--- config.mk ---
export PLATFORM = sky130hd
export DESIGN_NAME = msi_top
export DESIGN_NICKNAME = d
export VERILOG_FILES = /design/src/hw/msi_pkg.sv /design/src/hw/msi_top.sv
export SDC_FILE = /design/constraint.sdc
export NUM_CORES = 1
export LEC_CHECK = 0
export BUFFER_PORTS_ARGS = -buffer_cell sky130_fd_sc_hd__buf_4
export CAP_MARGIN = 0
export CELL_PAD_IN_SITES_DETAIL_PLACEMENT = 0
export CELL_PAD_IN_SITES_GLOBAL_PLACEMENT = 1
export CORE_MARGIN = 2
export CORE_UTILIZATION = 43
export CTS_CLUSTER_SIZE = 20
export DETAILED_ROUTE_END_ITERATION = 8
export GPL_ROUTABILITY_DRIVEN = 0
export MAX_ROUTING_LAYER = met4
export PLACE_DENSITY_LB_ADDON = 0.25
export SYNTH_ARGS = -nofsm -noshare
export SYNTH_HDL_FRONTEND = slang
export SYNTH_SLANG_ARGS = --single-unit
--- constraint.sdc ---
create_clock -name clk_i -period 5.5 [get_ports clk_i]
set_clock_uncertainty 0.15 [all_clocks]
set_input_delay 0 -clock clk_i [delete_from_list [all_inputs] [get_ports clk_i]]
set_output_delay 0 -clock clk_i [all_outputs]
set_load 0.01 [all_outputs]
--- src/hw/msi_pkg.sv ---
// Constants for the module status indicator block.
// Assumes a 40 MHz system clock and an APB register master.
package msi_pkg;

  // ****************************************
  // Timing
  // ****************************************
  localparam int unsigned CLK_HZ        = 40_000_000;
  localparam int unsigned TICK_MS       = 1;
  localparam int unsigned TICK_CYCLES   = CLK_HZ / 1000 * TICK_MS;
  localparam int unsigned SEARCH_HI_MS  = 200;
  localparam int unsigned SEARCH_LO_MS  = 1800;
  localparam int unsigned IDLE_HI_MS    = 234;
  localparam int unsigned IDLE_LO_MS    = 266;
  localparam int unsigned DATA_LO_MS    = 63;
  localparam int unsigned DATA_HI_MS    = 62;
  localparam int unsigned RING_LOW_MS   = 120;

  // ****************************************
  // Register map
  // ****************************************
  localparam logic [7:0] ADDR_CTRL    = 8'h00;
  localparam logic [7:0] ADDR_STATUS  = 8'h04;
  localparam logic [7:0] ADDR_IRQ_ST  = 8'h08;
  localparam logic [7:0] ADDR_IRQ_EN  = 8'h0C;
  localparam logic [7:0] ADDR_IRQ_CLR = 8'h10;
  localparam logic [7:0] ADDR_URC     = 8'h14;
  localparam logic [7:0] ADDR_WAKE    = 8'h18;

  // CTRL fields.
  localparam int unsigned CTRL_NET_LSB   = 0;
  localparam int unsigned CTRL_FUN_LSB   = 4;
  localparam int unsigned CTRL_SLEEP_LSB = 8;
  localparam int unsigned CTRL_RTE_LSB   = 12;
  localparam int unsigned CTRL_AIRHW_BIT = 16;
  localparam int unsigned CTRL_PWR_BIT   = 17;

  // CTRL field encodings.
  localparam logic [2:0]  FUN_MIN      = 3'h0;
  localparam logic [2:0]  FUN_FULL     = 3'h1;
  localparam logic [2:0]  FUN_AIR      = 3'h4;
  localparam logic [1:0]  SLEEP_PSM    = 2'h3;
  localparam logic [1:0]  ROUTE_UART   = 2'h0;
  localparam logic [1:0]  ROUTE_USBAT  = 2'h1;
  localparam logic [1:0]  ROUTE_MODEM  = 2'h2;

  // Network states written by software.
  localparam logic [1:0]  NET_SEARCH = 2'h0;
  localparam logic [1:0]  NET_IDLE   = 2'h1;
  localparam logic [1:0]  NET_DATA   = 2'h2;
  localparam logic [1:0]  NET_VOICE  = 2'h3;

  // Interrupt events.
  localparam int unsigned IRQ_URC  = 0;
  localparam int unsigned IRQ_AIR  = 1;
  localparam int unsigned IRQ_WAKE = 2;
  localparam int unsigned IRQ_W    = 3;

  typedef enum logic [1:0] {
    MSI_AWAKE = 2'b01,
    MSI_PSM   = 2'b10
  } msi_pwr_t;

endpackage : msi_pkg

--- src/hw/msi_top.sv ---
// Status and control signalling logic of a cellular module.
// Assumes an APB master on clk_i and host pins synchronous to clk_i.
//
// Summary of operation
// - Searching: network LED 200 ms high, 1800 ms low, repeating.
// - Idle: network LED 234 ms high, 266 ms low, repeating.
// - Data: 63 ms low, 62 ms high; voice call: held high.
// - Operation status released high only after power-on completes.
// - Ring indicator rests high while no result is pending.
// - Each new unsolicited result starts or restarts a 120 ms low pulse.
// - Ring pulse fires whatever port the result is routed to.
// - Result routing defaults to USB command port; UART or modem selectable.
// - Airplane request low enters airplane mode when hardware control enabled.
// - Hardware airplane control is off after reset until set to 1.
// - Functionality levels 0 minimum, 1 full default, 4 airplane.
// - Sleep ends on wake input high or wake timer expiry.
// - Sleep indicator output shows power-saving mode.
//
// Our own choices: the register offsets and register access over APB.
`timescale 1ns/10ps
`default_nettype none

module msi_top
  import msi_pkg::*;
#(
  parameter int unsigned TICK_DIV = TICK_CYCLES
) (
  input  wire logic        clk_i,
  input  wire logic        reset_i,
  input  wire logic        ce_i,
  input  wire logic        psel_i,
  input  wire logic        penable_i,
  input  wire logic        pwrite_i,
  input  wire logic [7:0]  paddr_i,
  input  wire logic [31:0] pwdata_i,
  output logic [31:0]      prdata_o,
  output logic             pready_o,
  output logic             pslverr_o,
  input  wire logic        airplane_req_n_i,
  input  wire logic        sleep_wake_input_i,
  input  wire logic        host_processor_ready_i,
  output logic             network_activity_led_o,
  output logic             status_oe_o,
  output logic             status_o,
  output logic             ring_indicator_out_o,
  output logic             sleep_state_indicator_o,
  output logic [1:0]       urc_port_o,
  output logic             rf_enable_o,
  output logic             irq_o
);

  // ****************************************
  // Register state
  // ****************************************
  logic [1:0]  net_ff, nxt_net;
  logic [2:0]  fun_ff, nxt_fun;
  logic [1:0]  sleep_ff, nxt_sleep;
  logic [1:0]  route_ff, nxt_route;
  logic        airhw_ff, nxt_airhw;
  logic        pwr_ff, nxt_pwr;
  logic [IRQ_W-1:0] ist_ff, nxt_ist, ien_ff, nxt_ien;
  logic [15:0] wake_ff, nxt_wake;
  logic [31:0] rdata_ff, nxt_rdata;
  logic        ready_ff, nxt_ready, err_ff, nxt_err;
  logic        urc_evt;
  logic        wr, rd;
  assign wr = psel_i & penable_i & pwrite_i & ~ready_ff;
  assign rd = psel_i & penable_i & ~pwrite_i & ~ready_ff;
  // ****************************************
  // Millisecond tick and pattern timers
  // ****************************************
  logic [31:0] div_ff, nxt_div;
  logic        tick;
  logic [11:0] ms_ff, nxt_ms;
  logic [6:0]  ri_ff, nxt_ri;
  logic [1:0]  net_q_ff, nxt_net_q;
  logic        led_ff, nxt_led;
  msi_pwr_t    pst_ff, nxt_pst;
  logic [15:0] wcnt_ff, nxt_wcnt;
  logic        wake_evt;
  logic        air_ff, nxt_air;
  logic        air_on;
  assign tick = (div_ff == TICK_DIV - 1);
  always_comb begin
    logic [11:0] hi_ms;
    logic [11:0] per_ms;
    logic        hi_first;
    hi_ms    = 12'h0;
    per_ms   = 12'h1;
    hi_first = 1'b1;
    nxt_div  = tick ? 32'h0000_0000 : div_ff + 32'h0000_0001;
    nxt_ms   = ms_ff;
    nxt_net_q = net_ff;
    unique case (net_ff)
      NET_SEARCH: begin
        hi_ms  = 12'(SEARCH_HI_MS);
        per_ms = 12'(SEARCH_HI_MS + SEARCH_LO_MS);
      end
      NET_IDLE: begin
        hi_ms  = 12'(IDLE_HI_MS);
        per_ms = 12'(IDLE_HI_MS + IDLE_LO_MS);
      end
      NET_DATA: begin
        hi_ms    = 12'(DATA_LO_MS);
        per_ms   = 12'(DATA_LO_MS + DATA_HI_MS);
        hi_first = 1'b0;
      end
      NET_VOICE: begin
        hi_ms  = 12'(1);
        per_ms = 12'(1);
      end
    endcase
    if (net_ff != net_q_ff) begin
      nxt_ms = 12'h000;
    end else if (tick) begin
      nxt_ms = (ms_ff + 12'h001 >= per_ms) ? 12'h000 : ms_ff + 12'h001;
    end
    if (net_ff == NET_VOICE) begin
      nxt_led = 1'b1;
    end else begin
      nxt_led = ((nxt_ms < hi_ms) == hi_first);
    end
  end

  // ****************************************
  // Ring indicator, power state, airplane
  // ****************************************
  assign urc_evt  = wr & (paddr_i == ADDR_URC) & pwdata_i[0];
  assign wake_evt = (pst_ff == MSI_PSM) &
                    (sleep_wake_input_i | (wcnt_ff == 16'h0000));
  assign air_on = airhw_ff & ~airplane_req_n_i;
  always_comb begin
    nxt_ri = ri_ff;
    if (urc_evt) begin
      nxt_ri = 7'(RING_LOW_MS);
    end else if (tick && ri_ff != 7'h00) begin
      nxt_ri = ri_ff - 7'h01;
    end
    nxt_air  = air_on;
    nxt_pst  = pst_ff;
    nxt_wcnt = wcnt_ff;
    unique case (pst_ff)
      MSI_AWAKE: begin
        if (sleep_ff == SLEEP_PSM && fun_ff == FUN_FULL && pwr_ff
            && wake_ff != 16'h0000) begin
          nxt_pst  = MSI_PSM;
          nxt_wcnt = wake_ff;
        end
      end
      MSI_PSM: begin
        if (wake_evt) begin
          nxt_pst = MSI_AWAKE;
        end else if (tick) begin
          nxt_wcnt = wcnt_ff - 16'h0001;
        end
      end
    endcase
  end

  // ****************************************
  // APB register file
  // ****************************************
  always_comb begin
    nxt_net   = net_ff;
    nxt_fun   = fun_ff;
    nxt_sleep = sleep_ff;
    nxt_route = route_ff;
    nxt_airhw = airhw_ff;
    nxt_pwr   = pwr_ff;
    nxt_ien   = ien_ff;
    nxt_wake  = wake_ff;
    nxt_ist   = ist_ff;
    nxt_rdata = rdata_ff;
    nxt_ready = 1'b0;
    nxt_err   = 1'b0;
    if (wr) begin
      nxt_ready = 1'b1;
      unique case (paddr_i)
        ADDR_CTRL: begin
          nxt_net   = pwdata_i[CTRL_NET_LSB +: 2];
          // Only levels 0, 1 and 4 accepted.
          if (pwdata_i[CTRL_FUN_LSB +: 3] == FUN_MIN ||
              pwdata_i[CTRL_FUN_LSB +: 3] == FUN_FULL ||
              pwdata_i[CTRL_FUN_LSB +: 3] == FUN_AIR) begin
            nxt_fun = pwdata_i[CTRL_FUN_LSB +: 3];
          end
          // Sleep value only taken in airplane level.
          if (fun_ff == FUN_AIR) begin
            nxt_sleep = pwdata_i[CTRL_SLEEP_LSB +: 2];
          end
          if (pwdata_i[CTRL_RTE_LSB +: 2] != 2'h3) begin
            nxt_route = pwdata_i[CTRL_RTE_LSB +: 2];
          end
          nxt_airhw = pwdata_i[CTRL_AIRHW_BIT];
          nxt_pwr   = pwdata_i[CTRL_PWR_BIT];
        end
        ADDR_IRQ_EN:  nxt_ien  = pwdata_i[IRQ_W-1:0];
        ADDR_IRQ_CLR: nxt_ist  = ist_ff & ~pwdata_i[IRQ_W-1:0];
        ADDR_WAKE:    nxt_wake = pwdata_i[15:0];
        ADDR_URC:     nxt_ist  = ist_ff;
        default:      nxt_err  = 1'b1;
      endcase
    end else if (rd) begin
      nxt_ready = 1'b1;
      unique case (paddr_i)
        ADDR_CTRL: nxt_rdata = {14'h0, pwr_ff, airhw_ff, 2'h0, route_ff,
                                2'h0, sleep_ff, 1'b0, fun_ff, 2'h0, net_ff};
        ADDR_STATUS: nxt_rdata = {26'h0, host_processor_ready_i,
                                  air_ff, pst_ff == MSI_PSM,
                                  ri_ff != 7'h00, led_ff, pwr_ff};
        ADDR_IRQ_ST: nxt_rdata = {29'h0, ist_ff};
        ADDR_IRQ_EN: nxt_rdata = {29'h0, ien_ff};
        ADDR_WAKE:   nxt_rdata = {16'h0000, wake_ff};
        default: begin
          nxt_rdata = 32'h0000_0000;
          nxt_err   = 1'b1;
        end
      endcase
    end
    // Events set after the clear, so a set wins.
    if (urc_evt) begin
      nxt_ist[IRQ_URC] = 1'b1;
    end
    if (air_on & ~air_ff) begin
      nxt_ist[IRQ_AIR] = 1'b1;
    end
    if (wake_evt) begin
      nxt_ist[IRQ_WAKE] = 1'b1;
      nxt_sleep         = 2'h0;
    end
  end

  always_ff @(posedge clk_i) begin
    if (reset_i) begin
      net_ff   <= NET_SEARCH;
      fun_ff   <= FUN_FULL;
      sleep_ff <= 2'h0;
      route_ff <= ROUTE_USBAT;
      airhw_ff <= 1'b0;
      pwr_ff   <= 1'b0;
      ien_ff   <= '0;
      ist_ff   <= '0;
      wake_ff  <= 16'h0000;
      rdata_ff <= 32'h0000_0000;
      ready_ff <= 1'b0;
      err_ff   <= 1'b0;
      div_ff   <= 32'h0000_0000;
      ms_ff    <= 12'h000;
      net_q_ff <= NET_SEARCH;
      led_ff   <= 1'b0;
      ri_ff    <= 7'h00;
      pst_ff   <= MSI_AWAKE;
      wcnt_ff  <= 16'h0000;
      air_ff   <= 1'b0;
    end else if (ce_i) begin
      net_ff   <= nxt_net;
      fun_ff   <= nxt_fun;
      sleep_ff <= nxt_sleep;
      route_ff <= nxt_route;
      airhw_ff <= nxt_airhw;
      pwr_ff   <= nxt_pwr;
      ien_ff   <= nxt_ien;
      ist_ff   <= nxt_ist;
      wake_ff  <= nxt_wake;
      rdata_ff <= nxt_rdata;
      ready_ff <= nxt_ready;
      err_ff   <= nxt_err;
      div_ff   <= nxt_div;
      ms_ff    <= nxt_ms;
      net_q_ff <= nxt_net_q;
      led_ff   <= nxt_led;
      ri_ff    <= nxt_ri;
      pst_ff   <= nxt_pst;
      wcnt_ff  <= nxt_wcnt;
      air_ff   <= nxt_air;
    end
  end

  // ****************************************
  // Output registers
  // ****************************************
  logic irq_ff, rf_ff, ring_ff, slp_ff, stoe_ff;
  always_ff @(posedge clk_i) begin
    if (reset_i) begin
      irq_ff  <= 1'b0;
      rf_ff   <= 1'b0;
      ring_ff <= 1'b1;
      slp_ff  <= 1'b0;
      stoe_ff <= 1'b1;
    end else if (ce_i) begin
      irq_ff  <= |(nxt_ist & nxt_ien);
      rf_ff   <= (nxt_fun == FUN_FULL) & ~nxt_air & (nxt_pst == MSI_AWAKE);
      ring_ff <= (nxt_ri == 7'h00);
      slp_ff  <= (nxt_pst == MSI_PSM);
      stoe_ff <= ~nxt_pwr;
    end
  end

  assign prdata_o  = rdata_ff;
  assign pready_o  = ready_ff;
  assign pslverr_o = err_ff;
  assign network_activity_led_o = led_ff;
  // Open drain released high once powered on.
  assign status_oe_o = stoe_ff;
  assign status_o    = 1'b0;
  assign ring_indicator_out_o = ring_ff;
  assign sleep_state_indicator_o = slp_ff;
  // Routing does not gate the ring pulse.
  assign urc_port_o  = route_ff;
  assign rf_enable_o = rf_ff;
  assign irq_o       = irq_ff;
endmodule : msi_top

`default_nettype wire

# [Word-level counts from Yosys, hierarchy flattened]
# Cells that the tools add are included.
[op_classes] muxes=40 reduce_logical=25 addsub=4 bitwise=23 order_cmp=2 n_eq_ne=26
[op_table] operator="12-bit one-hot mux with 4 select lines" n=2
[op_table] operator="18-bit one-hot mux with 5 select lines" n=1
[op_table] operator="16-bit two-way mux" n=3
[op_table] operator="12-bit two-way mux" n=3
[op_table] operator="32-bit by 1-bit adder with 32-bit output (second input constant)" n=1
[op_table] operator="32-bit by 16-bit == test with 1-bit output (second input constant)" n=1
[op_table] operator="32-bit two-way mux" n=1
[op_table] operator="16-bit one-hot mux with 2 select lines" n=1
[op_table] operator="8-bit by 5-bit == test with 1-bit output (second input constant)" n=3
[op_table] operator="3-bit two-way mux" n=7
[op_table] operator="8-bit by 4-bit == test with 1-bit output (second input constant)" n=2
[op_table] operator="16-bit logical NOT" n=1
[op_table] operator="16-bit nonzero test" n=1
[op_table] operator="16-bit by 1-bit subtractor with 16-bit output (second input constant)" n=1
[op_table] operator="7-bit two-way mux" n=2
[op_table] operator="1-bit two-way mux" n=13
[op_table] operator="12-bit by 1-bit adder with 12-bit output (second input constant)" n=1
[op_table] operator="1-bit bitwise AND" n=12
[op_table] operator="12-bit >= comparator" n=1
[op_table] operator="12-bit less-than comparator" n=1
[op_table] operator="2-bit two-way mux" n=6
[op_table] operator="4-bit AND reduction" n=3
[op_table] operator="2-bit == test (second input constant)" n=5
[op_table] operator="5-bit OR reduction" n=2
[op_table] operator="other kinds (23)" n=46
[totals] ff_bits=145 word_cells=145

# [Longest topological paths before layout]
[logic_depth] depth_word=9 mapped_depth=18 ltp_nobuf=18

# [Worst setup path after synthesis]
# OpenSTA, ideal clock, no wires.
[synth_path] path_kind="register -> register" from="register net_ff[0]" to="register led_ff, in the netlist network_activity_led_o" n_path_buf=0 synth_period_minus_slack_ps=4449 stages_incl_launch_ff=18 slack_ps=1051 arrival_time_ps=4184 cell_sequence="dfxtp_1 > inv_1 > ha_1 > or2_2 > ha_1 > or4b_1 > a21oi_1 > o22ai_1 > nor3_1 > nand3_1 > a21oi_1 > ha_1 > and4_1 > o211ai_1 > nor2_1 > o41a_1 > a311o_1 > and3_1"
[synth_between] elab_chain_cells=9 word_cells_on_any_way=15 classes_between="order compare (2); eq/ne (5); mux (7); reduce/logical (1)"
[synth_lines] item="start, declared" line_no="msi_top.sv:55" rtl="logic [1:0] net_ff, nxt_net;"
[synth_lines] item="start signal, assigned" line_no="msi_top.sv:256" rtl="net_ff <= nxt_net;"
[synth_lines] item="2-bit == test, or another cell as far along" line_no="msi_top.sv:94" rtl="unique case (net_ff)"
[synth_lines] item="12-bit one-hot mux with 4 select lines" line_no="msi_top.sv:94"
[synth_lines] item="12-bit >= comparator" line_no="msi_top.sv:116" rtl="nxt_ms = (ms_ff + 12'h001 >= per_ms) ? 12'h000 : ms_ff + 12'h001;"
[synth_lines] item="12-bit two-way mux" line_no="msi_top.sv:116"
[synth_lines] item="12-bit two-way mux" line_no="msi_top.sv:115" rtl="end else if (tick) begin"
[synth_lines] item="12-bit two-way mux *" line_no="msi_top.sv:113" rtl="if (net_ff != net_q_ff) begin"
[synth_lines] item="via nxt_ms[7]" line_no="msi_top.sv:74" rtl="logic [11:0] ms_ff, nxt_ms;"
[synth_lines] item="12-bit less-than comparator *" line_no="msi_top.sv:121" rtl="nxt_led = ((nxt_ms < hi_ms) == hi_first);"
[synth_lines] item="1-bit == test *" line_no="msi_top.sv:121"
[synth_lines] item="1-bit two-way mux *" line_no="msi_top.sv:118" rtl="if (net_ff == NET_VOICE) begin"
[synth_lines] item="end signal, assigned" line_no="msi_top.sv:271" rtl="led_ff <= nxt_led;"
[synth_lines] item="end, declared" line_no="msi_top.sv:77" rtl="logic led_ff, nxt_led;"
# Mark *: on every way through the listed nets, which the timed path passes. The rest lies on a longest branch. The select of a mux whose other input is x is not followed.
# A chain may end at the register's enable or synchronous reset.

# [Worst setup path after layout]
[layout_path] from="register ms_ff[4]" to="register led_ff, in the netlist network_activity_led_o"
[layout_between] elab_chain_cells=8
[layout_lines] item="start, declared" line_no="msi_top.sv:74"
[layout_lines] item="start signal, assigned" line_no="msi_top.sv:269" rtl="ms_ff <= nxt_ms;"
[layout_lines] item="12-bit by 1-bit adder with 12-bit output *" line_no="msi_top.sv:116"
[layout_lines] item="12-bit >= comparator" line_no="msi_top.sv:116"
[layout_lines] item="12-bit two-way mux *" line_no="msi_top.sv:116"
[layout_lines] item="12-bit two-way mux *" line_no="msi_top.sv:115"
[layout_lines] item="12-bit two-way mux *" line_no="msi_top.sv:113"
[layout_lines] item="via nxt_ms[7]" line_no="msi_top.sv:74"
[layout_lines] item="12-bit less-than comparator *" line_no="msi_top.sv:121"
[layout_lines] item="1-bit == test *" line_no="msi_top.sv:121"
[layout_lines] item="1-bit two-way mux *" line_no="msi_top.sv:118"
# Mark *: on every way through the listed nets, which the timed path passes. The rest lies on a longest branch.

==> metrics <==
outcome=finished, final reports clean; Die Area=18,300 um2; RSZ-0062 raised after global routing=false; CTS Buf Count=17; Crit Reg-Reg Endpoint=network_activity_led_o; R2R depth=17; vias per cell=5.64; CP Capture Point=network_activity_led_o; input/output buffers=62; drt initial violations=515; crit-path max FO=8; Critical path origin=ms_ff[4]; core area=16,700 um2; post-route cell area=9000 um2; Layout Cells excl Fill=1,250; Slew Limit Headroom=25.3%; CP arrival=5.12 ns; max-cap viol count=0; DP HPWL=13.7 mm; pin count of the biggest net entering global routing=66; global-route wire length before repair=33.2 mm; FP Rows=47; ratio of cells with drive above 1 in the final layout=12.3%; hold path cells=6; Avg WL per Cell=16.1 um; Final Hold Vio Count=0; sequential-to-total area share from yosys stat=35.4%; Root Buffer=clkbuf_16; CTS clk-pin slew, worst paths=0.06 ns; Die H=135 um; Clock Sinks=131; Post-Route WL=20.1 mm; fmax=0.202 GHz; post-CTS setup buffer count=0; Final period util=90.2%; DR DRC count=0; Worst VDD drop=0.000246 V; H-tree depth=4; commonest non-fill, non-tap cell in the layout=dfxtp_1; Mapped Cells=938; placed cell count=1,175; Place WS=0.421 ns; synthesis-to-layout area growth=21.6%; number of synthesized register bits=131; # IOs=92; slew of the pin with the lowest slew margin=1.12 ns; r2r setup slk=0.54 ns; Via Count=7,048; synth unique cells=77; Final WS setup=0.541 ns; Async SR Flop Fraction=0%; Setup Viol. Count Final=0; Clock Path Buffers=2; initial antenna violation count=0; die width=135 um; Leakage=0.00336 uW; Overflow after GRT=0; global-route usage over all layers=23.1%; most used cells in the layout excluding fill and tap cells=131 x dfxtp_1, 115 x nor2_1, 108 x nand2_1; fin crit period=4.96 ns; area of the mapped netlist=7410 um2; pwr dens=251 nW/um2; Sum Neg Setup Slack=0 ns; EDFF count, synth=0; required time worst endpoint=5.66 ns; most used flip-flop cell after synthesis=dfxtp_1; CP endpoint kind=register; ANT cells=0; type of the tightest min-delay check=input pin to register; Max Slew Vio Count=0; Detailed Routing Iterations Pass 1=5; CP Launch Type=register; vias in the first global route=6,471; Setup CP Type=register to register; dpl cell area=7960 um2; clock latency on the worst-skew pair=0.43 ns; Syn. warnings=0; CTS tree=done; FF-to-FF Start=ms_ff[4]; Post-DRT Antenna Nets=0; Initial Utilization=44.4%; Syn Area/Cell=7.90 um2; nets=1,093
## routing by layer
metal  up-vias  track usage (%)  wire [um]
li1       3556                -          -
met1      3298             32.6       9870
met2       178             34.2       9070
met3        16             4.56        975
met4         0             5.44        174
met5         -                -          0
## synthesized netlist by cell type (all sizes together) (22+ instances only)
| master | number | area share (%) |
|---|---|---|
| dfxtp | 131 | 35 |
| xor2 | 22 | 2.6 |
| nand2 | 108 | 5.5 |
| ha | 27 | 4.6 |
| nor3 | 42 | 3.1 |
| buf | 22 | 2.0 |
| inv | 25 | 1.3 |
| clkbuf | 47 | 2.4 |
| o21ai | 28 | 1.9 |
| nand3 | 41 | 2.8 |
| nor4 | 25 | 2.3 |
| nor2 | 115 | 5.8 |
| a21oi | 80 | 5.4 |
## stage by stage
stage          total power [uW]  hold WS [ns]  util [%]
2_1_floorplan              1050       -0.0140         -
3_3_place_gp               1090        0.0922      47.7
3_5_place_dp               1090         0.100      47.7
4_1_cts                    2290        0.0779      53.9
5_1_grt                    2340         0.136      53.9
6_report                   2260        0.0807      53.9
## worst max-delay path, cell delays in order (launching register included)
cell and delay, ns:
dfxtp_1 0.49, nand3_1 0.29, nor3_1 0.28, xor2_1 0.29
ha_1 0.31, a21o_1 0.19, a21oi_1 0.14, nand3b_1 0.28
nor3_1 0.52, nand3_1 0.14, a21oi_1 0.18, ha_1 0.25
and4_1 0.23, o211ai_1 0.17, nor2_1 0.07, o41a_1 0.38
a311o_1 0.36, and3_1 0.13
## cells by family (layout without fill, tap and decap cells)
| family | after synthesis | after routing | share of synthesized area [%] |
|---|---|---|---|
| muxes | 18 | 18 | 2.85 |
| AOI/OAI and AO/OA | 206 | 206 | 18.3 |
| and+or+nand+nor | 419 | 419 | 28.3 |
| buffers and inverters | 96 | 174 | 5.78 |
| xor gates and xnor gates | 40 | 40 | 4.73 |
| DFF | 131 | 131 | 35.4 |
| other | 1 | 15 | 0.0506 |
| adders and majority gates | 27 | 27 | 4.56 |
## flip-flops by register name (all words and copies together) (netlist names), 2 cells and up
name and cells:
net_ff 2, wcnt_ff 16, ist_ff 3, ms_ff 12, ien_ff 3, sleep_ff 2
div_ff 32, urc_port_o 2, wake_ff 16, prdata_o 18, pst_ff 2, ri_ff 7
net_q_ff 2, fun_ff 3
## final cells by class
cell class | instances | area, um2
fillers | 1661 | 7700
multi-input cells | 725 | 4430
flip-flops and latches | 131 | 2620
repair buffers | 115 | 971
clock buffers | 17 | 425
well taps | 220 | 275
clock inverters | 15 | 184
inverters | 27 | 101
## worst min-delay path by stage
| stage | end | start | slack (ns) |
|---|---|---|---|
| after floorplan | wake_ff[13] | pwdata_i[13] | -0.01 |
| after global placement | airhw_ff | pwdata_i[16] | 0.09 |
| after detailed placement | airhw_ff | pwdata_i[16] | 0.10 |
| after CTS | ist_ff[0] | paddr_i[5] | 0.08 |
| after global routing | fun_ff[2] | paddr_i[5] | 0.14 |
| final | ist_ff[0] | paddr_i[5] | 0.08 |
## power breakdown
group	internal [uW]	leakage (uW)	switching (uW)
Sequential	957	0.00106	7.38
Clock	716	0.000290	451
Combinational	57.0	0.00201	70.4
Total	1730	0.00336	529
## repair_timing
item	4_1_cts	5_1_grt
endpoints found under the hold margin	79	0
hold buffers	43	0
resized for setup	0	1
setup endpoints to repair	0	1
(Power assumes the default switching activity.)
